<file path="src/design/cic_defs.vh">
// constants for the core interrupt control block
`ifndef CIC_DEFS_VH
`define CIC_DEFS_VH

// ------------------------------------------------------------
// register indices (8-bit registers on a plain port)
// ------------------------------------------------------------
`define CIC_ADDR_W        5
`define CIC_A_CTRL        5'h00
`define CIC_A_CORE_EN     5'h01
`define CIC_A_CORE_FLAG   5'h02
`define CIC_A_PEN_BASE    5'h08
`define CIC_A_PFLAG_BASE  5'h10
`define CIC_A_IRQ_STAT    5'h18
`define CIC_A_IRQ_MASK    5'h19
`define CIC_A_SHADOW_W    5'h1a
`define CIC_A_SHADOW_ST   5'h1b
`define CIC_A_SHADOW_BSR  5'h1c
`define CIC_A_SHADOW_PCH  5'h1d

// ------------------------------------------------------------
// field positions and reset values
// ------------------------------------------------------------
`define CIC_CTRL_GIE      7
`define CIC_CTRL_PERIPH_IRQ_ENABLE     6
`define CIC_CTRL_EDGE     0
`define CIC_CTRL_RST      8'h01
`define CIC_CORE_EXT_BIT  0
`define CIC_STATUS_KEEP   8'he7
`define CIC_VECTOR        15'h0004
`define CIC_PERIPH_REGS   7

// ------------------------------------------------------------
// sticky event bits of the block's own status register
// ------------------------------------------------------------
`define CIC_EV_ENTRY      0
`define CIC_EV_RETURN     1
`define CIC_EV_EXTEDGE    2

`endif

</file>
<file path="src/design/cic_flag_reg.v">
// one sticky flag register: hardware set wins over software clear
`timescale 1ns/1ps
module cic_flag_reg #(
    parameter W = 8
) (
    input  wire         clock_i,
    input  wire         rstn_i,
    input  wire [W-1:0] set_i,
    input  wire         wr_i,
    input  wire [W-1:0] wdata_i,
    output reg  [W-1:0] flag_o
);
    always @(posedge clock_i or negedge rstn_i) begin
        if (!rstn_i) begin
            flag_o <= {W{1'b0}};
        end else begin
            // bits set this cycle survive a write of zero
            flag_o <= (wr_i ? wdata_i : flag_o) | set_i;
        end
    end
endmodule // cic_flag_reg

</file>
<file path="src/design/cic_shadow.v">
// shadow context store: captured on entry, written by software
`timescale 1ns/1ps
`include "cic_defs.vh"
module cic_shadow (
    input  wire        clock_i,
    input  wire        rstn_i,
    input  wire        save_i,
    input  wire [7:0]  w_i,
    input  wire [7:0]  st_i,
    input  wire [7:0]  bsr_i,
    input  wire [7:0]  pch_i,
    input  wire [15:0] fsr0_i,
    input  wire [15:0] fsr1_i,
    input  wire        wr_i,
    input  wire [1:0]  wsel_i,
    input  wire [7:0]  wdata_i,
    output reg  [7:0]  w_o,
    output reg  [7:0]  st_o,
    output reg  [7:0]  bsr_o,
    output reg  [7:0]  pch_o,
    output reg  [15:0] fsr0_o,
    output reg  [15:0] fsr1_o
);
    always @(posedge clock_i or negedge rstn_i) begin
        if (!rstn_i) begin
            w_o    <= 8'h00;
            st_o   <= 8'h00;
            bsr_o  <= 8'h00;
            pch_o  <= 8'h00;
            fsr0_o <= 16'h0000;
            fsr1_o <= 16'h0000;
        end else if (save_i) begin
            w_o    <= w_i;
            // timeout and power-down flags are not shadowed
            st_o   <= (st_i & `CIC_STATUS_KEEP) | (st_o & ~`CIC_STATUS_KEEP);
            bsr_o  <= bsr_i;
            pch_o  <= pch_i;
            fsr0_o <= fsr0_i;
            fsr1_o <= fsr1_i;
        end else if (wr_i) begin
            case (wsel_i)
                2'h0: begin
                    w_o <= wdata_i;
                end
                2'h1: begin
                    st_o <= wdata_i;
                end
                2'h2: begin
                    bsr_o <= wdata_i;
                end
                default: begin
                    pch_o <= wdata_i;
                end
            endcase
        end
    end
endmodule // cic_shadow

</file>
<file path="src/design/cic_core.v">
// core interrupt control: gating, entry sequence, context shadow
// How it works
// - any reset leaves all interrupts disabled
// - vector needs global and own enable
// - peripheral sources also need group enable
// - flags set regardless of any enable
// - taking: flush prefetch, clear global enable
// - taking pushes program counter on stack
// - taking copies core registers to shadows
// - then load program counter with 0004h
// - in handler events flag but never vector
// - return pops, restores context, sets global enable
// - held interrupts taken once global enable returns
// - uncleared flag retakes interrupt after return
// - core-enabled sources need no group enable
// - shadow working, status-minus-two-flags, bank, pointers, latch
// - external pin edge per polarity select
`timescale 1ns/1ps
`include "cic_defs.vh"
module cic_core #(
    parameter NP = `CIC_PERIPH_REGS
) (
    input  wire                   clock_i,
    input  wire                   rstn_i,
    input  wire [`CIC_ADDR_W-1:0] addr_i,
    input  wire [7:0]             wdata_i,
    input  wire                   wr_i,
    input  wire                   rd_i,
    output reg  [7:0]             rdata_o,
    input  wire [NP*8-1:0]        periph_event_i,
    input  wire [7:0]             core_event_i,
    input  wire                   external_request_pin_i,
    input  wire [14:0]            pc_i,
    input  wire [7:0]             working_reg_i,
    input  wire [7:0]             status_i,
    input  wire [7:0]             bank_select_i,
    input  wire [7:0]             pc_high_latch_i,
    input  wire [15:0]            fsr0_i,
    input  wire [15:0]            fsr1_i,
    input  wire                   return_from_irq_i,
    output reg                    flush_o,
    output reg                    push_o,
    output reg  [14:0]            push_pc_o,
    output reg                    pop_o,
    output reg                    load_pc_o,
    output reg  [14:0]            load_pc_addr_o,
    output reg                    restore_o,
    output reg  [7:0]             working_reg_o,
    output reg  [7:0]             status_o,
    output reg  [7:0]             bank_select_o,
    output reg  [7:0]             pc_high_latch_o,
    output reg  [15:0]            fsr0_o,
    output reg  [15:0]            fsr1_o,
    output reg                    irq_o
);
    // ------------------------------------------------------------
    // entry sequence states
    // ------------------------------------------------------------
    localparam [1:0] S_RUN  = 2'd0;
    localparam [1:0] S_SAVE = 2'd1;
    localparam [1:0] S_VEC  = 2'd2;

    reg  [7:0]      ctrl_q;
    reg  [7:0]      core_en_q;
    reg  [NP*8-1:0] pen_q;
    reg  [7:0]      mask_q;
    reg  [7:0]      stat_q;
    reg  [1:0]      state_q;
    reg             pin_q;
    reg             pin_ok_q;
    reg  [7:0]      ctrl_d;
    wire [7:0]      core_flag;
    wire [NP*8-1:0] pflag;
    wire [7:0]      core_set;
    wire [7:0]      ev_set;
    wire [7:0]      sh_w;
    wire [7:0]      sh_st;
    wire [7:0]      sh_bsr;
    wire [7:0]      sh_pch;
    wire [15:0]     sh_f0;
    wire [15:0]     sh_f1;
    wire            global_irq_enable;
    wire            ext_edge;
    wire            core_req;
    wire            periph_req;
    wire            take;
    wire            sh_wr;

    assign global_irq_enable = ctrl_q[`CIC_CTRL_GIE];
    // pin is synchronous; edge chosen by polarity select
    // no edge in the first cycle after reset: pin_q has not yet seen the pin
    assign ext_edge = pin_ok_q & (ctrl_q[`CIC_CTRL_EDGE] ? (external_request_pin_i & ~pin_q)
                                                         : (~external_request_pin_i & pin_q));
    assign core_set = core_event_i | {7'h00, ext_edge};

    // ------------------------------------------------------------
    // flag registers
    // ------------------------------------------------------------
    cic_flag_reg #(.W(8)) u_core_flag (
        .clock_i (clock_i),
        .rstn_i  (rstn_i),
        .set_i   (core_set),
        .wr_i    (wr_i && addr_i == `CIC_A_CORE_FLAG),
        .wdata_i (wdata_i),
        .flag_o  (core_flag)
    );

    genvar g;
    generate
        for (g = 0; g < NP; g = g + 1) begin : g_per
            cic_flag_reg #(.W(8)) u_pflag (
                .clock_i (clock_i),
                .rstn_i  (rstn_i),
                .set_i   (periph_event_i[g*8 +: 8]),
                .wr_i    (wr_i && addr_i == `CIC_A_PFLAG_BASE + g),
                .wdata_i (wdata_i),
                .flag_o  (pflag[g*8 +: 8])
            );
            always @(posedge clock_i or negedge rstn_i) begin
                if (!rstn_i) begin
                    pen_q[g*8 +: 8] <= 8'h00;
                end else if (wr_i && addr_i == `CIC_A_PEN_BASE + g) begin
                    pen_q[g*8 +: 8] <= wdata_i;
                end
            end
        end
    endgenerate

    // ------------------------------------------------------------
    // request forming
    // ------------------------------------------------------------
    // flags persist, so a held or uncleared one is taken again
    assign core_req   = |(core_flag & core_en_q);
    assign periph_req = ctrl_q[`CIC_CTRL_PERIPH_IRQ_ENABLE] & (|(pflag & pen_q));
    // global enable gates everything, so the handler never nests
    assign take = global_irq_enable && state_q == S_RUN && (core_req || periph_req);

    // ------------------------------------------------------------
    // control register and entry sequence
    // ------------------------------------------------------------
    always @* begin
        ctrl_d = ctrl_q;
        if (wr_i && addr_i == `CIC_A_CTRL) begin
            ctrl_d = wdata_i & 8'hc1;
        end
        if (return_from_irq_i) begin
            ctrl_d[`CIC_CTRL_GIE] = 1'b1;
        end
        if (take) begin
            ctrl_d[`CIC_CTRL_GIE] = 1'b0;
        end
    end

    always @(posedge clock_i or negedge rstn_i) begin
        if (!rstn_i) begin
            ctrl_q         <= `CIC_CTRL_RST;
            core_en_q      <= 8'h00;
            mask_q         <= 8'h00;
            state_q        <= S_RUN;
            pin_q          <= 1'b0;
            pin_ok_q       <= 1'b0;
            flush_o        <= 1'b0;
            push_o         <= 1'b0;
            push_pc_o      <= 15'h0000;
            pop_o          <= 1'b0;
            load_pc_o      <= 1'b0;
            load_pc_addr_o <= 15'h0000;
            restore_o      <= 1'b0;
        end else begin
            ctrl_q    <= ctrl_d;
            pin_q     <= external_request_pin_i;
            pin_ok_q  <= 1'b1;
            flush_o   <= take;
            push_o    <= take;
            load_pc_o <= 1'b0;
            if (take) begin
                push_pc_o <= pc_i;
            end
            pop_o     <= return_from_irq_i;
            restore_o <= return_from_irq_i;
            if (wr_i && addr_i == `CIC_A_CORE_EN) begin
                core_en_q <= wdata_i;
            end
            if (wr_i && addr_i == `CIC_A_IRQ_MASK) begin
                mask_q <= wdata_i;
            end
            case (state_q)
                S_RUN: begin
                    if (take) begin
                        state_q <= S_SAVE;
                    end
                end
                S_SAVE: begin
                    state_q <= S_VEC;
                end
                S_VEC: begin
                    load_pc_o      <= 1'b1;
                    load_pc_addr_o <= `CIC_VECTOR;
                    state_q        <= S_RUN;
                end
                default: begin
                    state_q <= S_RUN;
                end
            endcase
        end
    end

    // ------------------------------------------------------------
    // shadow context
    // ------------------------------------------------------------
    assign sh_wr = wr_i && addr_i >= `CIC_A_SHADOW_W && addr_i <= `CIC_A_SHADOW_PCH;

    cic_shadow u_shadow (
        .clock_i (clock_i),
        .rstn_i  (rstn_i),
        .save_i  (take),
        .w_i     (working_reg_i),
        .st_i    (status_i),
        .bsr_i   (bank_select_i),
        .pch_i   (pc_high_latch_i),
        .fsr0_i  (fsr0_i),
        .fsr1_i  (fsr1_i),
        .wr_i    (sh_wr),
        .wsel_i  (addr_i[1:0] - 2'h2),
        .wdata_i (wdata_i),
        .w_o     (sh_w),
        .st_o    (sh_st),
        .bsr_o   (sh_bsr),
        .pch_o   (sh_pch),
        .fsr0_o  (sh_f0),
        .fsr1_o  (sh_f1)
    );

    always @(posedge clock_i or negedge rstn_i) begin
        if (!rstn_i) begin
            working_reg_o   <= 8'h00;
            status_o        <= 8'h00;
            bank_select_o   <= 8'h00;
            pc_high_latch_o <= 8'h00;
            fsr0_o          <= 16'h0000;
            fsr1_o          <= 16'h0000;
        end else if (return_from_irq_i) begin
            working_reg_o   <= sh_w;
            status_o        <= sh_st;
            bank_select_o   <= sh_bsr;
            pc_high_latch_o <= sh_pch;
            fsr0_o          <= sh_f0;
            fsr1_o          <= sh_f1;
        end
    end

    // ------------------------------------------------------------
    // block status, mask and interrupt line
    // ------------------------------------------------------------
    assign ev_set = {5'h00, ext_edge, return_from_irq_i, take};

    always @(posedge clock_i or negedge rstn_i) begin
        if (!rstn_i) begin
            stat_q <= 8'h00;
            irq_o  <= 1'b0;
        end else begin
            // write-one-to-clear; a new event in the same cycle wins
            if (wr_i && addr_i == `CIC_A_IRQ_STAT) begin
                stat_q <= (stat_q & ~wdata_i) | ev_set;
            end else begin
                stat_q <= stat_q | ev_set;
            end
            irq_o <= |(stat_q & mask_q);
        end
    end

    // ------------------------------------------------------------
    // read port: data stand in the cycle after the strobe
    // ------------------------------------------------------------
    always @(posedge clock_i or negedge rstn_i) begin
        if (!rstn_i) begin
            rdata_o <= 8'h00;
        end else if (rd_i) begin
            if (addr_i >= `CIC_A_PEN_BASE && addr_i < `CIC_A_PEN_BASE + NP) begin
                rdata_o <= pen_q[(addr_i - `CIC_A_PEN_BASE)*8 +: 8];
            end else if (addr_i >= `CIC_A_PFLAG_BASE && addr_i < `CIC_A_PFLAG_BASE + NP) begin
                rdata_o <= pflag[(addr_i - `CIC_A_PFLAG_BASE)*8 +: 8];
            end else begin
                case (addr_i)
                    `CIC_A_CTRL:       rdata_o <= ctrl_q;
                    `CIC_A_CORE_EN:    rdata_o <= core_en_q;
                    `CIC_A_CORE_FLAG:  rdata_o <= core_flag;
                    `CIC_A_IRQ_STAT:   rdata_o <= stat_q;
                    `CIC_A_IRQ_MASK:   rdata_o <= mask_q;
                    `CIC_A_SHADOW_W:   rdata_o <= sh_w;
                    `CIC_A_SHADOW_ST:  rdata_o <= sh_st;
                    `CIC_A_SHADOW_BSR: rdata_o <= sh_bsr;
                    `CIC_A_SHADOW_PCH: rdata_o <= sh_pch;
                    default:           rdata_o <= 8'h00;
                endcase
            end
        end else begin
            rdata_o <= 8'h00;
        end
    end
endmodule // cic_core

</file>
<file path="config.mk">
export PLATFORM = sky130hd
export DESIGN_NAME = cic_core
export DESIGN_NICKNAME = d
export VERILOG_FILES = /design/src/design/cic_flag_reg.v /design/src/design/cic_shadow.v /design/src/design/cic_core.v
export VERILOG_INCLUDE_DIRS = /design/src /design/src/design
export SDC_FILE = /design/constraint.sdc
export NUM_CORES = 1
export LEC_CHECK = 0
export BUFFER_PORTS_ARGS = -buffer_cell sky130_fd_sc_hd__buf_2
export CAP_MARGIN = 0
export CORE_MARGIN = 1.5
export CORE_UTILIZATION = 30
export CTS_BUF_LIST = sky130_fd_sc_hd__clkbuf_8
export CTS_CLUSTER_DIAMETER = 100
export DETAILED_ROUTE_END_ITERATION = 12
export GPL_TIMING_DRIVEN = 0
export SLEW_MARGIN = 30
export SYNTH_ARGS = -nofsm -noshare
export SYNTH_HDL_FRONTEND = slang
export SYNTH_SLANG_ARGS = --single-unit
</file>
<file path="constraint.sdc">
create_clock -name clock_i -period 3.1 [get_ports clock_i]
set_input_delay 0.62 -clock clock_i [delete_from_list [all_inputs] [get_ports clock_i]]
set_output_delay 0.62 -clock clock_i [all_outputs]
set_load 0.005 [all_outputs]
</file>
==> reports/summary.txt <==
Met3 Wirelength = 4490 um
WP data arrival = 3.59 ns
Hold Path Depth = 1
EDFF count, synth = 0
PwrDens = 793 nW/um2
RSZ-0062 raised after global routing = false
Leakage = 7.75 nW
Chip Width = 220 um
DR vias = 10800
GRT Total Usage = 0.208
Routed wire per std cell = 24.1 um
fmax = 328 MHz
Crit. End Element = flip-flop
clk buf depth = 3
clock skew = 0.0583 ns
Starting Density = 0.304
Synth top area share = 0.543
WHS = 0.105 ns
CORE AREA = 46500 um2
PortBufs = 250
Clock Latency Late Sink = 0.67 ns
sequential fraction of the synthesis area = 0.545
root buf cell = clkbuf_8
total grt overflow = 0
WL met2 = 23300 um
critical path launch point type = flip-flop
M1 WL = 20700 um
ranking of synthesized cells by area = dfrtp_1 54%, mux2_2 19%, mux4_2 2.6%
routed wire length = 50000 um
row cnt = 79
Worst R2R Path Depth = 8
share of layout cells above drive strength 1 = 0.446
Endpoint, Worst Hold = restore_o
flop2flop setup slack = 0.05 ns
yosys warns = 0
Synth area leader = dfrtp_1
Req. time, crit path = 3.64 ns
CP Max Fanout = 10
class of the most critical hold timing path = input port to flip-flop
most common cell in the netlist = dfrtp_1
Reg2Reg Launch Point = g_per[3].u_pflag.flag_o[3]
max_slew headroom = 0.273
remaining antenna violation count after routing = 0
Slew Limit Fails = 0
drc violations = 0
vias in the first global route = 11100
# IOs = 270
Die ar. = 48300 um2
Setup crit start = g_per[3].u_pflag.flag_o[3]
min Tclk post-route = 3.05 ns
Netlist cell types = 49
gpl congestion = 0.969
Top FF cell, synth = dfrtp_1
DRT iter0 DRCs = 909
clk slew on worst S/H paths = 0.06 ns
uppermost layer routed = met5
Final nets = 1589
Synth async-reset ratio = 1.00
VDD IR max = 0.000545 V
vias per cell = 5.22
worst flop-to-flop path endpoint = u_shadow.bsr_o[6]
DP HPWL = 37200 um
Synth top cells by count = 306 x dfrtp_1, 241 x mux2_2, 94 x nand2_1
die height = 220 um
Final Cycle Share = 0.984
Hold Vio Cnt, Final = 0
Slew @ Worst Pin = 1.09 ns
initial antenna violation count = 7
status = completed
hold_sp = return_from_irq_i
Netlist Area Pre-Place = 14100 um2
synthesis-to-finish area growth = 25.4%
Gate Count Post-Synth = 1093
global-route wire length before repair = 73300 um
Post-Syn Area per Cell = 12.9 um2
setup TNS = 0 ns
TritonCTS clock tree = yes
H-Tree Depth = 2
Max-Cap Viols = 0
CP Class = flip-flop to flip-flop
TritonCTS Buffers = 56
FF+latch count, synth = 307
Detailed Routing Iterations Pass 1 = 5
largest net degree at the start of global routing = 77
TritonCTS Sinks = 307
Setup-failing EPs final = 0
[worst max-delay path by stage]
stage	endpoint	slack (ns)	depth (start not counted)
floorplan	u_shadow.bsr_o[0]	0.52	6
global placement	fsr0_o[10]	-4.50	1
detailed placement	rdata_o[6]	-0.46	6
CTS	u_shadow.bsr_o[6]	0.05	8
global route	u_shadow.w_o[1]	0.03	8
finish	u_shadow.bsr_o[6]	0.05	8
[critical path: stages, from the launching register on]
cell and delay (ns):
dfrtp_1 0.44, a22o_1 0.28, a221oi_1 0.42, nand4_1 0.18, o41a_1 0.58, o21ai_4 0.21
buf_12 0.15, buf_2 0.31, mux2_2 0.38
[layer usage]
layer	global-route usage	vias to the layer above
li1	-	4676
met1	0.274	5558
met2	0.327	506
met3	0.0625	94
met4	0.0635	6
met5	0	-
[flip-flops by register name, summed over array words and instances (netlist names), 15 cells and up]
register	cells
push_pc_o	15
g_per.u_pflag.flag_o	56
fsr0_o	16
u_shadow.fsr1_o	16
pen_q	56
fsr1_o	16
u_shadow.fsr0_o	16
[report_power, final]
part	leakage [nW]	switching [W]	total [W]	internal (W)
Combinational	3.55	0.00157	0.00363	0.00205
Clock	0.697	0.00183	0.00434	0.00251
Sequential	3.50	0.000839	0.00606	0.00522
Total	7.75	0.00424	0.0140	0.00979
[cells in the final DEF (no fill, tap or decap), types with 5 or more instances in the layout]
cell       count
inv_1         17
nand4_1       13
a22oi_1       36
clkbuf_1      39
mux2_2       241
mux4_2        16
nand2_1       94
o2bb2ai_1      5
o21ai_0       16
mux2_1         8
a22o_1        15
nor3_1         8
nand2b_1       5
nor2b_1       37
buf_2        265
nor2_1        20
mux2i_1       31
o21a_1         8
clkinv_2       7
a221oi_1      14
buf_4         19
and3_1         5
conb_1        15
nand3_1       12
diode_2        5
dfrtp_1      306
nand3b_1      29
clkbuf_8      72
a21boi_0       6
a211o_1       35
bufinv_16      5
nor3_2         9
[what timing repair did]
| item | 4_1_cts | 5_1_grt |
|---|---|---|
| hold buffers | 1 | 0 |
| hold endpoints to repair | 44 | 0 |
| setup endpoints to repair | 76 | 1 |
| setup buffers | 1 | 0 |
| gates resized for setup | 1 | 3 |
| pin swaps | 1 | 0 |
[metrics by stage]
stage	setup slack (ns)	total power (W)	area, um2	util	std cells
after global routing	0.0264	0.0148	17700	0.380	2073
after floorplan	0.517	0.00802	14200	-	1106
after detailed placement	-0.457	0.00974	16300	0.352	1970
after CTS	0.0522	0.0142	17700	0.380	2071
after global placement	-4.50	0.00959	16200	0.348	1963
final	0.0508	0.0140	17700	0.381	2076
[cell families (layout without fill, tap and decap cells)]
family / Yosys count / count (layout) / share of synthesized area
compound gates: 156 / 156 / 0.0867
simple gates: 244 / 244 / 0.0901
other cells: 2 / 20 / 0.000532
buf+inv: 84 / 442 / 0.0280
mux: 296 / 296 / 0.246
flops: 307 / 307 / 0.545
fa+ha+maj: 4 / 4 / 0.00355
[cell type report]
type                       count  area [um2]
clock inverter                27         277
inverter                       6        22.5
timing repair buffer         259        1420
fill                        4586       28800
buffer                        78         378
antenna                        5        12.5
multi-input combinational    715        6130
tap                          607         759
clock buffer                  72         991
sequential                   307        7680
No activity file was read; power rests on OpenSTA's default activity.
